===== config.mk =====
export PLATFORM = sky130hd
export DESIGN_NAME = clcd_host_port
export DESIGN_NICKNAME = d
export VERILOG_FILES = /design/src/verilog/clcd_pkg.sv /design/src/verilog/clcd_dpram.sv /design/src/verilog/clcd_host_port.sv
export SDC_FILE = /design/constraint.sdc
export NUM_CORES = 2
export LEC_CHECK = 0
export ABC_AREA = 0
export BUFFER_PORTS_ARGS = -buffer_cell sky130_fd_sc_hd__buf_2
export CAP_MARGIN = 20
export CORE_MARGIN = 4
export CORE_UTILIZATION = 40
export CTS_CLUSTER_SIZE = 10
export DETAILED_ROUTE_END_ITERATION = 8
export GPL_ROUTABILITY_DRIVEN = 0
export PLACE_DENSITY = 0.65
export SETUP_SLACK_MARGIN = 0.3
export SLEW_MARGIN = 20
export SYNTH_ARGS = -nofsm -noshare
export SYNTH_HDL_FRONTEND = slang
export SYNTH_SLANG_ARGS = --single-unit
export TNS_END_PERCENT = 100

===== constraint.sdc =====
create_clock -name clock_i -period 5.4 [get_ports clock_i]
set_clock_uncertainty 0.15 [all_clocks]
set_input_delay 0.27 -clock clock_i [delete_from_list [all_inputs] [get_ports clock_i]]
set_output_delay 0.27 -clock clock_i [all_outputs]
set_load 0.02 [all_outputs]

===== src/verilog/clcd_pkg.sv =====
// Shared constants, types and state layout of the character display host port.
package clcd_pkg;

  // Clock and instruction execution times.
  localparam int CLK_PERIOD_NS = 4;
  localparam int EXEC_TIME_NS = 18500;
  localparam int CLEAR_TIME_NS = 760000;
  localparam int EXEC_CYC = (EXEC_TIME_NS + CLK_PERIOD_NS - 1) / CLK_PERIOD_NS;
  localparam int CLEAR_CYC = (CLEAR_TIME_NS + CLK_PERIOD_NS - 1) / CLK_PERIOD_NS;
  localparam int BLINK_HALF_CYC = 4000000;
  localparam int BUSY_W = 20;
  localparam int BLINK_W = 24;

  // Memory organisation.
  localparam int TEXT_RAM_DEPTH = 80;
  localparam int LINE_LEN = 40;
  localparam int GLYPH_RAM_DEPTH = 64;
  localparam int GLYPH_COLS = 5;
  localparam int GLYPH_ROWS = 8;
  localparam int GLYPH_COUNT = 256;
  localparam int GLYPH_ROM_BITS = GLYPH_COUNT * GLYPH_COLS * GLYPH_ROWS;
  localparam int VIS_CHARS = 8;
  localparam int SEG_COUNT = 40;
  localparam int COM_COUNT = 16;

  // Display text address map.
  localparam logic [6:0] LINE2_BASE = 7'h40;
  localparam logic [6:0] LINE1_LAST = 7'h27;
  localparam logic [6:0] LINE2_LAST = 7'h67;
  localparam logic [6:0] ONE_LINE_LAST = 7'h4f;
  localparam logic [6:0] CLEAR_LAST = 7'h4f;
  localparam logic [7:0] SPACE_CODE = 8'h20;
  localparam logic [2:0] CURSOR_ROW = 3'h7;

  // Instruction opcode bits, highest set bit selects the instruction.
  localparam int INS_DDADDR_BIT = 7;
  localparam int INS_CGADDR_BIT = 6;
  localparam int INS_FUNC_BIT = 5;
  localparam int INS_SHIFT_BIT = 4;
  localparam int INS_DISP_BIT = 3;
  localparam int INS_ENTRY_BIT = 2;
  localparam int INS_HOME_BIT = 1;
  localparam int INS_CLEAR_BIT = 0;
  localparam int ENTRY_ID_BIT = 1;
  localparam int ENTRY_SH_BIT = 0;
  localparam int DISP_D_BIT = 2;
  localparam int DISP_C_BIT = 1;
  localparam int DISP_B_BIT = 0;
  localparam int SHIFT_SC_BIT = 3;
  localparam int SHIFT_RL_BIT = 2;
  localparam int FUNC_DL_BIT = 4;
  localparam int FUNC_N_BIT = 3;
  localparam int USER_GLYPH_HI = 7;
  localparam int USER_GLYPH_LO = 4;

  // Interface select pin code for the parallel bus.
  localparam logic [1:0] HOST_SEL_PARALLEL = 2'b00;

  // Reset values.
  localparam logic RST_INC = 1'b1;
  localparam logic RST_WIDTH8 = 1'b1;
  localparam logic RST_TWO_LINE = 1'b0;
  localparam logic RST_DISP_ON = 1'b0;

  typedef enum logic [2:0] {
    SCAN_TEXT,
    SCAN_CODE,
    SCAN_GLYPH,
    SCAN_SHIFT,
    SCAN_LATCH
  } clcd_scan_e;

  typedef struct packed {
    logic rs;
    logic rw;
    logic en;
    logic [7:0] db;
  } clcd_host_s;

  typedef struct packed {
    logic [COM_COUNT-1:0] com;
    logic [SEG_COUNT-1:0] seg;
  } clcd_lcd_s;

  typedef struct packed {
    clcd_host_s pin_m;
    clcd_host_s pin_s;
    logic en_d;
    logic [1:0] sel_m;
    logic [1:0] sel_s;
    logic [7:0] ir;
    logic [7:0] dr;
    logic [6:0] ac;
    logic ram_glyph;
    logic inc;
    logic shift_on_write;
    logic disp_on;
    logic cur_on;
    logic blink_on;
    logic width8;
    logic two_line;
    logic [6:0] shift;
    logic [BUSY_W-1:0] busy_cnt;
    logic clearing;
    logic [6:0] clr_cnt;
    logic nib_hi;
    logic [3:0] nib_buf;
    logic fetch;
    logic cap;
    logic [7:0] db_out;
    clcd_scan_e scan;
    logic [2:0] col;
    logic [2:0] row;
    logic line;
    logic [2:0] bit_cnt;
    logic [7:0] code;
    logic [4:0] pix;
    logic [SEG_COUNT-1:0] chain;
    clcd_lcd_s lcd;
    logic [BLINK_W-1:0] blink_cnt;
    logic blink_ph;
  } clcd_state_s;

endpackage

===== src/verilog/clcd_dpram.sv =====
// Two-port memory with registered read data, one read/write port and one read port.
`timescale 1ns/100ps
module clcd_dpram #(
  parameter int WIDTH = 8,
  parameter int DEPTH = 80,
  parameter int AW = 7
) (
  // Clock and reset
  input wire logic clock_i,
  input wire logic nrst_i,
  // Host port
  input wire logic a_we_i,
  input wire logic [AW-1:0] a_addr_i,
  input wire logic [WIDTH-1:0] a_wdata_i,
  output logic [WIDTH-1:0] a_rdata_o,
  // Scan port
  input wire logic [AW-1:0] b_addr_i,
  output logic [WIDTH-1:0] b_rdata_o
);

  logic [WIDTH-1:0] mem_r [DEPTH];

  generate
    if (DEPTH > (1 << AW))
    begin : g_bad_depth
      $error("clcd_dpram depth does not fit the address width");
    end
  endgenerate

  always_ff @(posedge clock_i)
  begin
    if (a_we_i && int'(a_addr_i) < DEPTH)
    begin
      mem_r[a_addr_i] <= a_wdata_i;
    end
  end

  // Out of range addresses read as zero rather than an undefined word.
  always_ff @(posedge clock_i or negedge nrst_i)
  begin
    if (!nrst_i)
    begin
      a_rdata_o <= '0;
      b_rdata_o <= '0;
    end
    else
    begin
      a_rdata_o <= (int'(a_addr_i) < DEPTH) ? mem_r[a_addr_i] : '0;
      b_rdata_o <= (int'(b_addr_i) < DEPTH) ? mem_r[b_addr_i] : '0;
    end
  end

endmodule


===== src/verilog/clcd_host_port.sv =====
// Character display controller: parallel host port, text and glyph memories, scan drive.
`timescale 1ns/100ps
module clcd_host_port
  import clcd_pkg::*;
#(
  parameter int EXEC_CYCLES = clcd_pkg::EXEC_CYC,
  parameter int CLEAR_CYCLES = clcd_pkg::CLEAR_CYC,
  parameter int BLINK_CYCLES = clcd_pkg::BLINK_HALF_CYC
) (
  // Clock and reset
  input wire logic clock_i,
  input wire logic nrst_i,
  // Interface select pins
  input wire logic host_port_sel_b1_i,
  input wire logic host_port_sel_b0_i,
  // Parallel host bus
  input wire clcd_pkg::clcd_host_s host_i,
  output logic [7:0] db_o,
  output logic db_oe_o,
  // Display drive
  output clcd_pkg::clcd_lcd_s lcd_o
);
  import clcd_pkg::*;

  clcd_state_s s_r;
  clcd_state_s s_nxt;
  logic parallel;
  logic busy;
  logic fall;
  logic done;
  logic [7:0] byte_in;
  logic [7:0] stat_val;
  logic a_we;
  logic [6:0] text_a_addr;
  logic [6:0] text_b_addr;
  logic [5:0] glyph_b_addr;
  logic [7:0] text_rd_a;
  logic [7:0] text_rd_b;
  logic [4:0] glyph_rd_a;
  logic [4:0] glyph_rd_b;
  logic [6:0] vis;
  logic [4:0] px;
  logic [3:0] com_idx;

  generate
    if (EXEC_CYCLES < 1 || CLEAR_CYCLES < 1 || CLEAR_CYCLES >= (1 << BUSY_W)
        || EXEC_CYCLES >= (1 << BUSY_W) || BLINK_CYCLES < 1
        || BLINK_CYCLES >= (1 << BLINK_W))
    begin : g_bad_param
      $error("clcd_host_port timing parameter out of range");
    end
  endgenerate

  // Logical text address to physical RAM index; line two follows line one in RAM.
  function automatic logic [6:0] phys_idx(input logic [6:0] a);
    return (a >= LINE2_BASE) ? 7'(a - LINE2_BASE + 7'(LINE_LEN)) : a;
  endfunction

  function automatic logic [6:0] ac_step(input logic [6:0] a, input logic up,
                                         input logic two, input logic glyph);
    logic [6:0] r;
    r = up ? 7'(a + 7'h1) : 7'(a - 7'h1);
    if (glyph)
      r = {1'b0, r[5:0]};
    else if (two && up && a == LINE1_LAST)
      r = LINE2_BASE;
    else if (two && up && a == LINE2_LAST)
      r = 7'h00;
    else if (two && !up && a == 7'h00)
      r = LINE2_LAST;
    else if (two && !up && a == LINE2_BASE)
      r = LINE1_LAST;
    else if (!two && up && a == ONE_LINE_LAST)
      r = 7'h00;
    else if (!two && !up && a == 7'h00)
      r = ONE_LINE_LAST;
    return r;
  endfunction

  function automatic logic [6:0] sh_step(input logic [6:0] sh, input logic up,
                                         input logic two);
    logic [6:0] last;
    last = two ? 7'(LINE_LEN - 1) : 7'(TEXT_RAM_DEPTH - 1);
    if (up)
      return (sh >= last) ? 7'h00 : 7'(sh + 7'h1);
    return (sh == 7'h00) ? last : 7'(sh - 7'h1);
  endfunction

  function automatic logic [6:0] vis_addr(input logic ln, input logic [2:0] c,
                                          input logic [6:0] sh, input logic two);
    logic [7:0] sum;
    logic [7:0] len;
    sum = 8'(c) + 8'(sh);
    len = two ? 8'(LINE_LEN) : 8'(TEXT_RAM_DEPTH);
    if (sum >= len)
      sum = 8'(sum - len);
    return (two && ln) ? 7'(LINE2_BASE + sum[6:0]) : sum[6:0];
  endfunction

  // Built-in glyph shapes are a generated stand-in pattern, not a real font.
  function automatic logic [4:0] rom_row(input logic [7:0] c, input logic [2:0] r);
    return (r == CURSOR_ROW) ? 5'h00 : 5'(c[4:0] ^ {r, c[7:6]});
  endfunction

  clcd_dpram #(.WIDTH(8), .DEPTH(TEXT_RAM_DEPTH), .AW(7)) u_text_ram (
    .clock_i(clock_i),
    .nrst_i(nrst_i),
    .a_we_i(a_we & (s_r.clearing | ~s_r.ram_glyph)),
    .a_addr_i(text_a_addr),
    .a_wdata_i(s_r.clearing ? SPACE_CODE : byte_in),
    .a_rdata_o(text_rd_a),
    .b_addr_i(text_b_addr),
    .b_rdata_o(text_rd_b)
  );

  clcd_dpram #(.WIDTH(GLYPH_COLS), .DEPTH(GLYPH_RAM_DEPTH), .AW(6)) u_glyph_ram (
    .clock_i(clock_i),
    .nrst_i(nrst_i),
    .a_we_i(a_we & s_r.ram_glyph & ~s_r.clearing),
    .a_addr_i(s_r.ac[5:0]),
    .a_wdata_i(byte_in[GLYPH_COLS-1:0]),
    .a_rdata_o(glyph_rd_a),
    .b_addr_i(glyph_b_addr),
    .b_rdata_o(glyph_rd_b)
  );

  always_comb
  begin
    s_nxt = s_r;
    s_nxt.pin_m = host_i;
    s_nxt.pin_s = s_r.pin_m;
    s_nxt.en_d = s_r.pin_s.en;
    s_nxt.sel_m = {host_port_sel_b1_i, host_port_sel_b0_i};
    s_nxt.sel_s = s_r.sel_m;
    parallel = (s_r.sel_s == HOST_SEL_PARALLEL);
    busy = (s_r.busy_cnt != '0);
    fall = parallel & s_r.en_d & ~s_r.pin_s.en;
    done = fall & (s_r.width8 | s_r.nib_hi);
    byte_in = s_r.width8 ? s_r.pin_s.db : {s_r.nib_buf, s_r.pin_s.db[7:4]};
    a_we = 1'b0;
    text_a_addr = s_r.clearing ? s_r.clr_cnt : phys_idx(s_r.ac);
    if (busy)
      s_nxt.busy_cnt = BUSY_W'(s_r.busy_cnt - 1'b1);
    // In 4-bit mode the high nibble travels first on the upper data lines.
    if (fall && !s_r.width8)
    begin
      s_nxt.nib_hi = ~s_r.nib_hi;
      s_nxt.nib_buf = s_r.pin_s.db[7:4];
    end
    // prefetched word lands in the data register.
    if (s_r.cap)
    begin
      s_nxt.dr = s_r.ram_glyph ? {3'h0, glyph_rd_a} : text_rd_a;
      s_nxt.cap = 1'b0;
    end
    if (s_r.clearing)
    begin
      a_we = 1'b1;
      s_nxt.clr_cnt = 7'(s_r.clr_cnt + 7'h1);
      if (s_r.clr_cnt == CLEAR_LAST)
        s_nxt.clearing = 1'b0;
    end
    else if (done && !s_r.pin_s.rs && !s_r.pin_s.rw && !busy)
    begin
      s_nxt.ir = byte_in;
      s_nxt.busy_cnt = BUSY_W'(EXEC_CYCLES);
      if (byte_in[INS_DDADDR_BIT])
      begin
        s_nxt.ac = byte_in[6:0];
        s_nxt.ram_glyph = 1'b0;
        s_nxt.fetch = 1'b1;
      end
      else if (byte_in[INS_CGADDR_BIT])
      begin
        s_nxt.ac = {1'b0, byte_in[5:0]};
        s_nxt.ram_glyph = 1'b1;
        s_nxt.fetch = 1'b1;
      end
      else if (byte_in[INS_FUNC_BIT])
      begin
        s_nxt.width8 = byte_in[FUNC_DL_BIT];
        s_nxt.two_line = byte_in[FUNC_N_BIT];
        s_nxt.shift = 7'h00;
        s_nxt.nib_hi = 1'b0;
      end
      else if (byte_in[INS_SHIFT_BIT])
      begin
        if (byte_in[SHIFT_SC_BIT])
          s_nxt.shift = sh_step(s_r.shift, ~byte_in[SHIFT_RL_BIT], s_r.two_line);
        else
          s_nxt.ac = ac_step(s_r.ac, byte_in[SHIFT_RL_BIT], s_r.two_line, s_r.ram_glyph);
      end
      else if (byte_in[INS_DISP_BIT])
      begin
        s_nxt.disp_on = byte_in[DISP_D_BIT];
        s_nxt.cur_on = byte_in[DISP_C_BIT];
        s_nxt.blink_on = byte_in[DISP_B_BIT];
      end
      else if (byte_in[INS_ENTRY_BIT])
      begin
        s_nxt.inc = byte_in[ENTRY_ID_BIT];
        s_nxt.shift_on_write = byte_in[ENTRY_SH_BIT];
      end
      else if (byte_in[INS_HOME_BIT] || byte_in[INS_CLEAR_BIT])
      begin
        s_nxt.ac = 7'h00;
        s_nxt.shift = 7'h00;
        s_nxt.ram_glyph = 1'b0;
        s_nxt.busy_cnt = BUSY_W'(CLEAR_CYCLES);
        s_nxt.fetch = 1'b1;
        if (!byte_in[INS_HOME_BIT])
        begin
          s_nxt.clearing = 1'b1;
          s_nxt.clr_cnt = 7'h00;
          s_nxt.inc = RST_INC;
        end
      end
    end
    else if (done && s_r.pin_s.rs && !s_r.pin_s.rw && !busy)
    begin
      a_we = 1'b1;
      s_nxt.dr = byte_in;
      s_nxt.busy_cnt = BUSY_W'(EXEC_CYCLES);
      s_nxt.ac = ac_step(s_r.ac, s_r.inc, s_r.two_line, s_r.ram_glyph);
      if (s_r.shift_on_write && !s_r.ram_glyph)
        s_nxt.shift = sh_step(s_r.shift, s_r.inc, s_r.two_line);
    end
    else if (done && s_r.pin_s.rs && s_r.pin_s.rw)
    begin
      s_nxt.ac = ac_step(s_r.ac, s_r.inc, s_r.two_line, s_r.ram_glyph);
      s_nxt.fetch = 1'b1;
    end
    else if (s_r.fetch)
    begin
      s_nxt.fetch = 1'b0;
      s_nxt.cap = 1'b1;
    end
    // status word; the instruction code is never a read source.
    stat_val = {busy, s_r.ac};
    if (s_r.pin_s.rs)
      stat_val = s_r.dr;
    if (s_r.width8)
      s_nxt.db_out = stat_val;
    else
      s_nxt.db_out = s_r.nib_hi ? {stat_val[3:0], 4'h0} : {stat_val[7:4], 4'h0};

    if (s_r.blink_cnt >= BLINK_W'(BLINK_CYCLES - 1))
    begin
      s_nxt.blink_cnt = '0;
      s_nxt.blink_ph = ~s_r.blink_ph;
    end
    else
      s_nxt.blink_cnt = BLINK_W'(s_r.blink_cnt + 1'b1);

    vis = vis_addr(s_r.line, s_r.col, s_r.shift, s_r.two_line);
    text_b_addr = phys_idx(vis);
    glyph_b_addr = {text_rd_b[2:0], s_r.row};
    px = glyph_rd_b;
    com_idx = {s_r.line, s_r.row};
    case (s_r.scan)
      SCAN_TEXT:
        s_nxt.scan = SCAN_CODE;
      SCAN_CODE:
      begin
        s_nxt.code = text_rd_b;
        s_nxt.scan = SCAN_GLYPH;
      end
      SCAN_GLYPH:
      begin
        if (s_r.code[USER_GLYPH_HI:USER_GLYPH_LO] != 4'h0)
          px = rom_row(s_r.code, s_r.row);
        if (s_r.cur_on && !s_r.ram_glyph && vis == s_r.ac && s_r.row == CURSOR_ROW)
          px = px | 5'h1f;
        if (s_r.blink_on && s_r.blink_ph && !s_r.ram_glyph && vis == s_r.ac)
          px = ~px;
        s_nxt.pix = px;
        s_nxt.bit_cnt = 3'h0;
        s_nxt.scan = SCAN_SHIFT;
      end
      SCAN_SHIFT:
      begin
        s_nxt.chain = {s_r.chain[SEG_COUNT-2:0], s_r.pix[3'(GLYPH_COLS - 1) - s_r.bit_cnt]};
        s_nxt.bit_cnt = 3'(s_r.bit_cnt + 3'h1);
        if (s_r.bit_cnt == 3'(GLYPH_COLS - 1))
        begin
          s_nxt.col = 3'(s_r.col + 3'h1);
          s_nxt.scan = (s_r.col == 3'(VIS_CHARS - 1)) ? SCAN_LATCH : SCAN_TEXT;
        end
      end
      SCAN_LATCH:
      begin
        s_nxt.lcd.seg = s_r.disp_on ? s_r.chain : '0;
        s_nxt.lcd.com = '0;
        s_nxt.lcd.com[com_idx] = s_r.disp_on;
        s_nxt.row = 3'(s_r.row + 3'h1);
        if (s_r.row == 3'(GLYPH_ROWS - 1))
          s_nxt.line = s_r.two_line & ~s_r.line;
        s_nxt.scan = SCAN_TEXT;
      end
      default:
        s_nxt.scan = SCAN_TEXT;
    endcase
  end

  always_ff @(posedge clock_i or negedge nrst_i)
  begin
    if (!nrst_i)
    begin
      s_r <= '0;
      s_r.inc <= RST_INC;
      s_r.width8 <= RST_WIDTH8;
      s_r.two_line <= RST_TWO_LINE;
      s_r.disp_on <= RST_DISP_ON;
      s_r.scan <= SCAN_TEXT;
    end
    else
      s_r <= s_nxt;
  end

  // the bus is only driven in parallel mode
  assign db_oe_o = parallel & s_r.pin_s.en & s_r.pin_s.rw;
  assign db_o = s_r.db_out;
  assign lcd_o = s_r.lcd;

endmodule


==> out/results.ini <==
[routing]
top_layer=met5
wl_mm=176
route.detailed.drc=0
num_vias=40000
wl_met1_mm=66.1
first_pass_iters=6
wl_met2_mm=80.9
first_iter_violations=5770
antenna_left=0
post_drt_wl_per_cell_um=28.4
dr_wl_met3_mm=19.8
viasPerCell=6.44

[status]
status=finished clean

[power]
p_leak_nw=21.7
ir_drop_uv=261
powerDensity_nw_per_um2=403
finalPower_w=0.0262

[clock_tree]
cts_inserted_buffers=144
root_buffer=clkbuf_16
path_clk_slew_ps=60
cts_tree=done
htree_num_levels=4
clk_latency_ps=770
clkSinkCount=1233
clockBufferDepth=3

[critical_path]
crit_family=compound AO/OA/AOI/OAI gates
setup.worst_path.class=reg2reg
path_max_fanout=6
cp-end-kind=flop
critPathSlowestCell=or4_4
worstPathRequired_ps=5920
start_kind=flop
crit_path_cell_trace=ha_1 > a21oi_1 > a21oi_1 > xor2_1 > ha_1 > a21oi_2 > a21boi_2 > nor4_4 > buf_4 > mux2i_4 > inv_1 > ha_4 > or4_4 > a21oi_2 > a311o_2 > xor2_4 > nand2_4 > nor2_4 > a32oi_1 > o211ai_1
slowest_delay_ps=410
critPathArrivalTime_ps=5500
crit_buf_inv=2

[sta]
tns_ps=0
fmax_ghz=0.201
finalSetupViolCount=0
hold_viol=0
drv_slew=0
rsz0062_at_grt=yes
tightest_slew_ps=1480
slew_headroom=0.0120
min_period_ps=4980
period_share=0.922

[logic_synthesis]
yosysSeqAreaShare=0.628
synth-edff-count=960
yosysTopAreaCell=edfxtp_1
yosysWarnings=0
synthTopCellsByArea=edfxtp_1 51%, dfrtp_1 12%, mux4_2 11%, o22ai_1 2.8%, nand2_1 2.6%
ys.flop_type=edfxtp_1
synthTopCellsByCount=960 x edfxtp_1, 391 x nand2_1, 298 x nor2_1
synth_area_um2=56800
syn_area_per_cell_um2=13.9
synth_seq_cells=1233
yosys.area.top_type_share=0.507
synth.distinct_cells=97
netlist_instances=4073
ys_async_sr_fraction=0.221
yosysMostFrequentCell=edfxtp_1

[placement]
portBuffers=79
dpl_cell_area_um2=60300
dp_hpwl_mm=113
placed_cells=5944

[cells_and_area]
fin_nets=4290
final-instance-count-excl-fill=6201
final_util=0.461
area_growth_pct=14.5
drive_above_1_share=0.217
design_area_um2=65100

[worst_hold_path]
hp-class=in2async

[global_routing]
grt_usage=0.232
antenna_found_initial=5
overflow=0
grt_max_degree=150
grt_pass1_vias=38600
grt_pass1_wl_mm=257

[floorplanning]
die_x_um=385
die_h_um=385
core_um2=141000
start_util=0.402
dieArea_um2=148000
placementRows=138
io_pins=80

[job]
cap_violations=0

## cell type report
class / count / area [µm²]
diodes: 4 / 10.0
repair buffers: 364 / 2830
well taps: 1890 / 2360
inverters: 34 / 128
clock buffers: 198 / 3970
fillers: 12400 / 76200
multi-input cells: 2465 / 19900
flip-flops and latches: 1233 / 35700
clock inverters: 13 / 186
## per-layer routing
layer / global-route usage / up-vias
met5: 0 / -
met3: 0.0458 / 552
li1: - / 16400
met1: 0.313 / 20100
met2: 0.362 / 2852
met4: 0.111 / 2
## where the power goes
group	internal, W	switching (W)
logic	0.00193	0.00452
clock network	0.00514	0.00375
registers	0.0106	0.000230
## flip-flops by register name, indices dropped and copies added (netlist names)
signal / flops
u_text_ram.mem_r: 640
u_glyph_ram.mem_r: 320
s_r: 165
lcd_o: 56
s_nxt: 14
db_o: 8
u_text_ram.a_rdata_o: 8
u_text_ram.b_rdata_o: 8
u_glyph_ram.a_rdata_o: 5
u_glyph_ram.b_rdata_o: 5
com_idx: 4
## placed cells by master (no fill, tap or decap), types with 78 or more instances in the layout
cell	count
o22ai_1	255
mux4_2	270
a22oi_1	165
o21ai_0	141
nand2_1	388
buf_2	78
buf_4	241
edfxtp_1	960
nor2_1	286
clkbuf_16	150
a21oi_1	79
dfrtp_1	265
nand3_1	138
## timing repair
action	4_1_cts	5_1_grt
hold buffers	27	0
pin swaps	3	11
setup buffers	3	9
endpoints found under the setup margin	8	10
hold endpoints to repair	131	0
gates cloned	0	1
gates resized for setup	7	17
## cells by family (layout without fill, tap and decap cells)
kind of cell,count (synthesis),in the layout,share of synthesized area
flops,1233,1233,0.628
mux,390,390,0.130
fa+ha+maj,33,33,0.00753
simple gates,1069,1070,0.0862
other cells,1,6,0.0000660
xor+xnor,79,79,0.0130
buf+inv,377,609,0.0306
compound gates,891,891,0.105
## through the flow
step / hold WS, ps / setup slack, ps
2_1_floorplan: -176 / 367
3_3_place_gp: 184 / 74.4
3_5_place_dp: 186 / -32.6
4_1_cts: 51.4 / 307
5_1_grt: 117 / 220
6_report: 21.4 / 422
## final timing paths
| kind | from | slack, ps | end | depth (start not counted) |
|---|---|---|---|---|
| worst max-delay path | s_r[143] | 420 | u_text_ram.b_rdata_o[3] | 20 |
| worst max register to register | s_r[143] | 420 | u_text_ram.b_rdata_o[3] | 20 |
| min in group clock_i | s_nxt[229] | 190 | s_r[229] | 0 |
| worst min register to register | s_nxt[229] | 190 | s_r[229] | 0 |
| max in group asynchronous | nrst_i | 3750 | s_r[190] | 3 |
| worst min-delay path | nrst_i | 20 | lcd_o[16] | 2 |
Power figures use the tool's default switching activity.
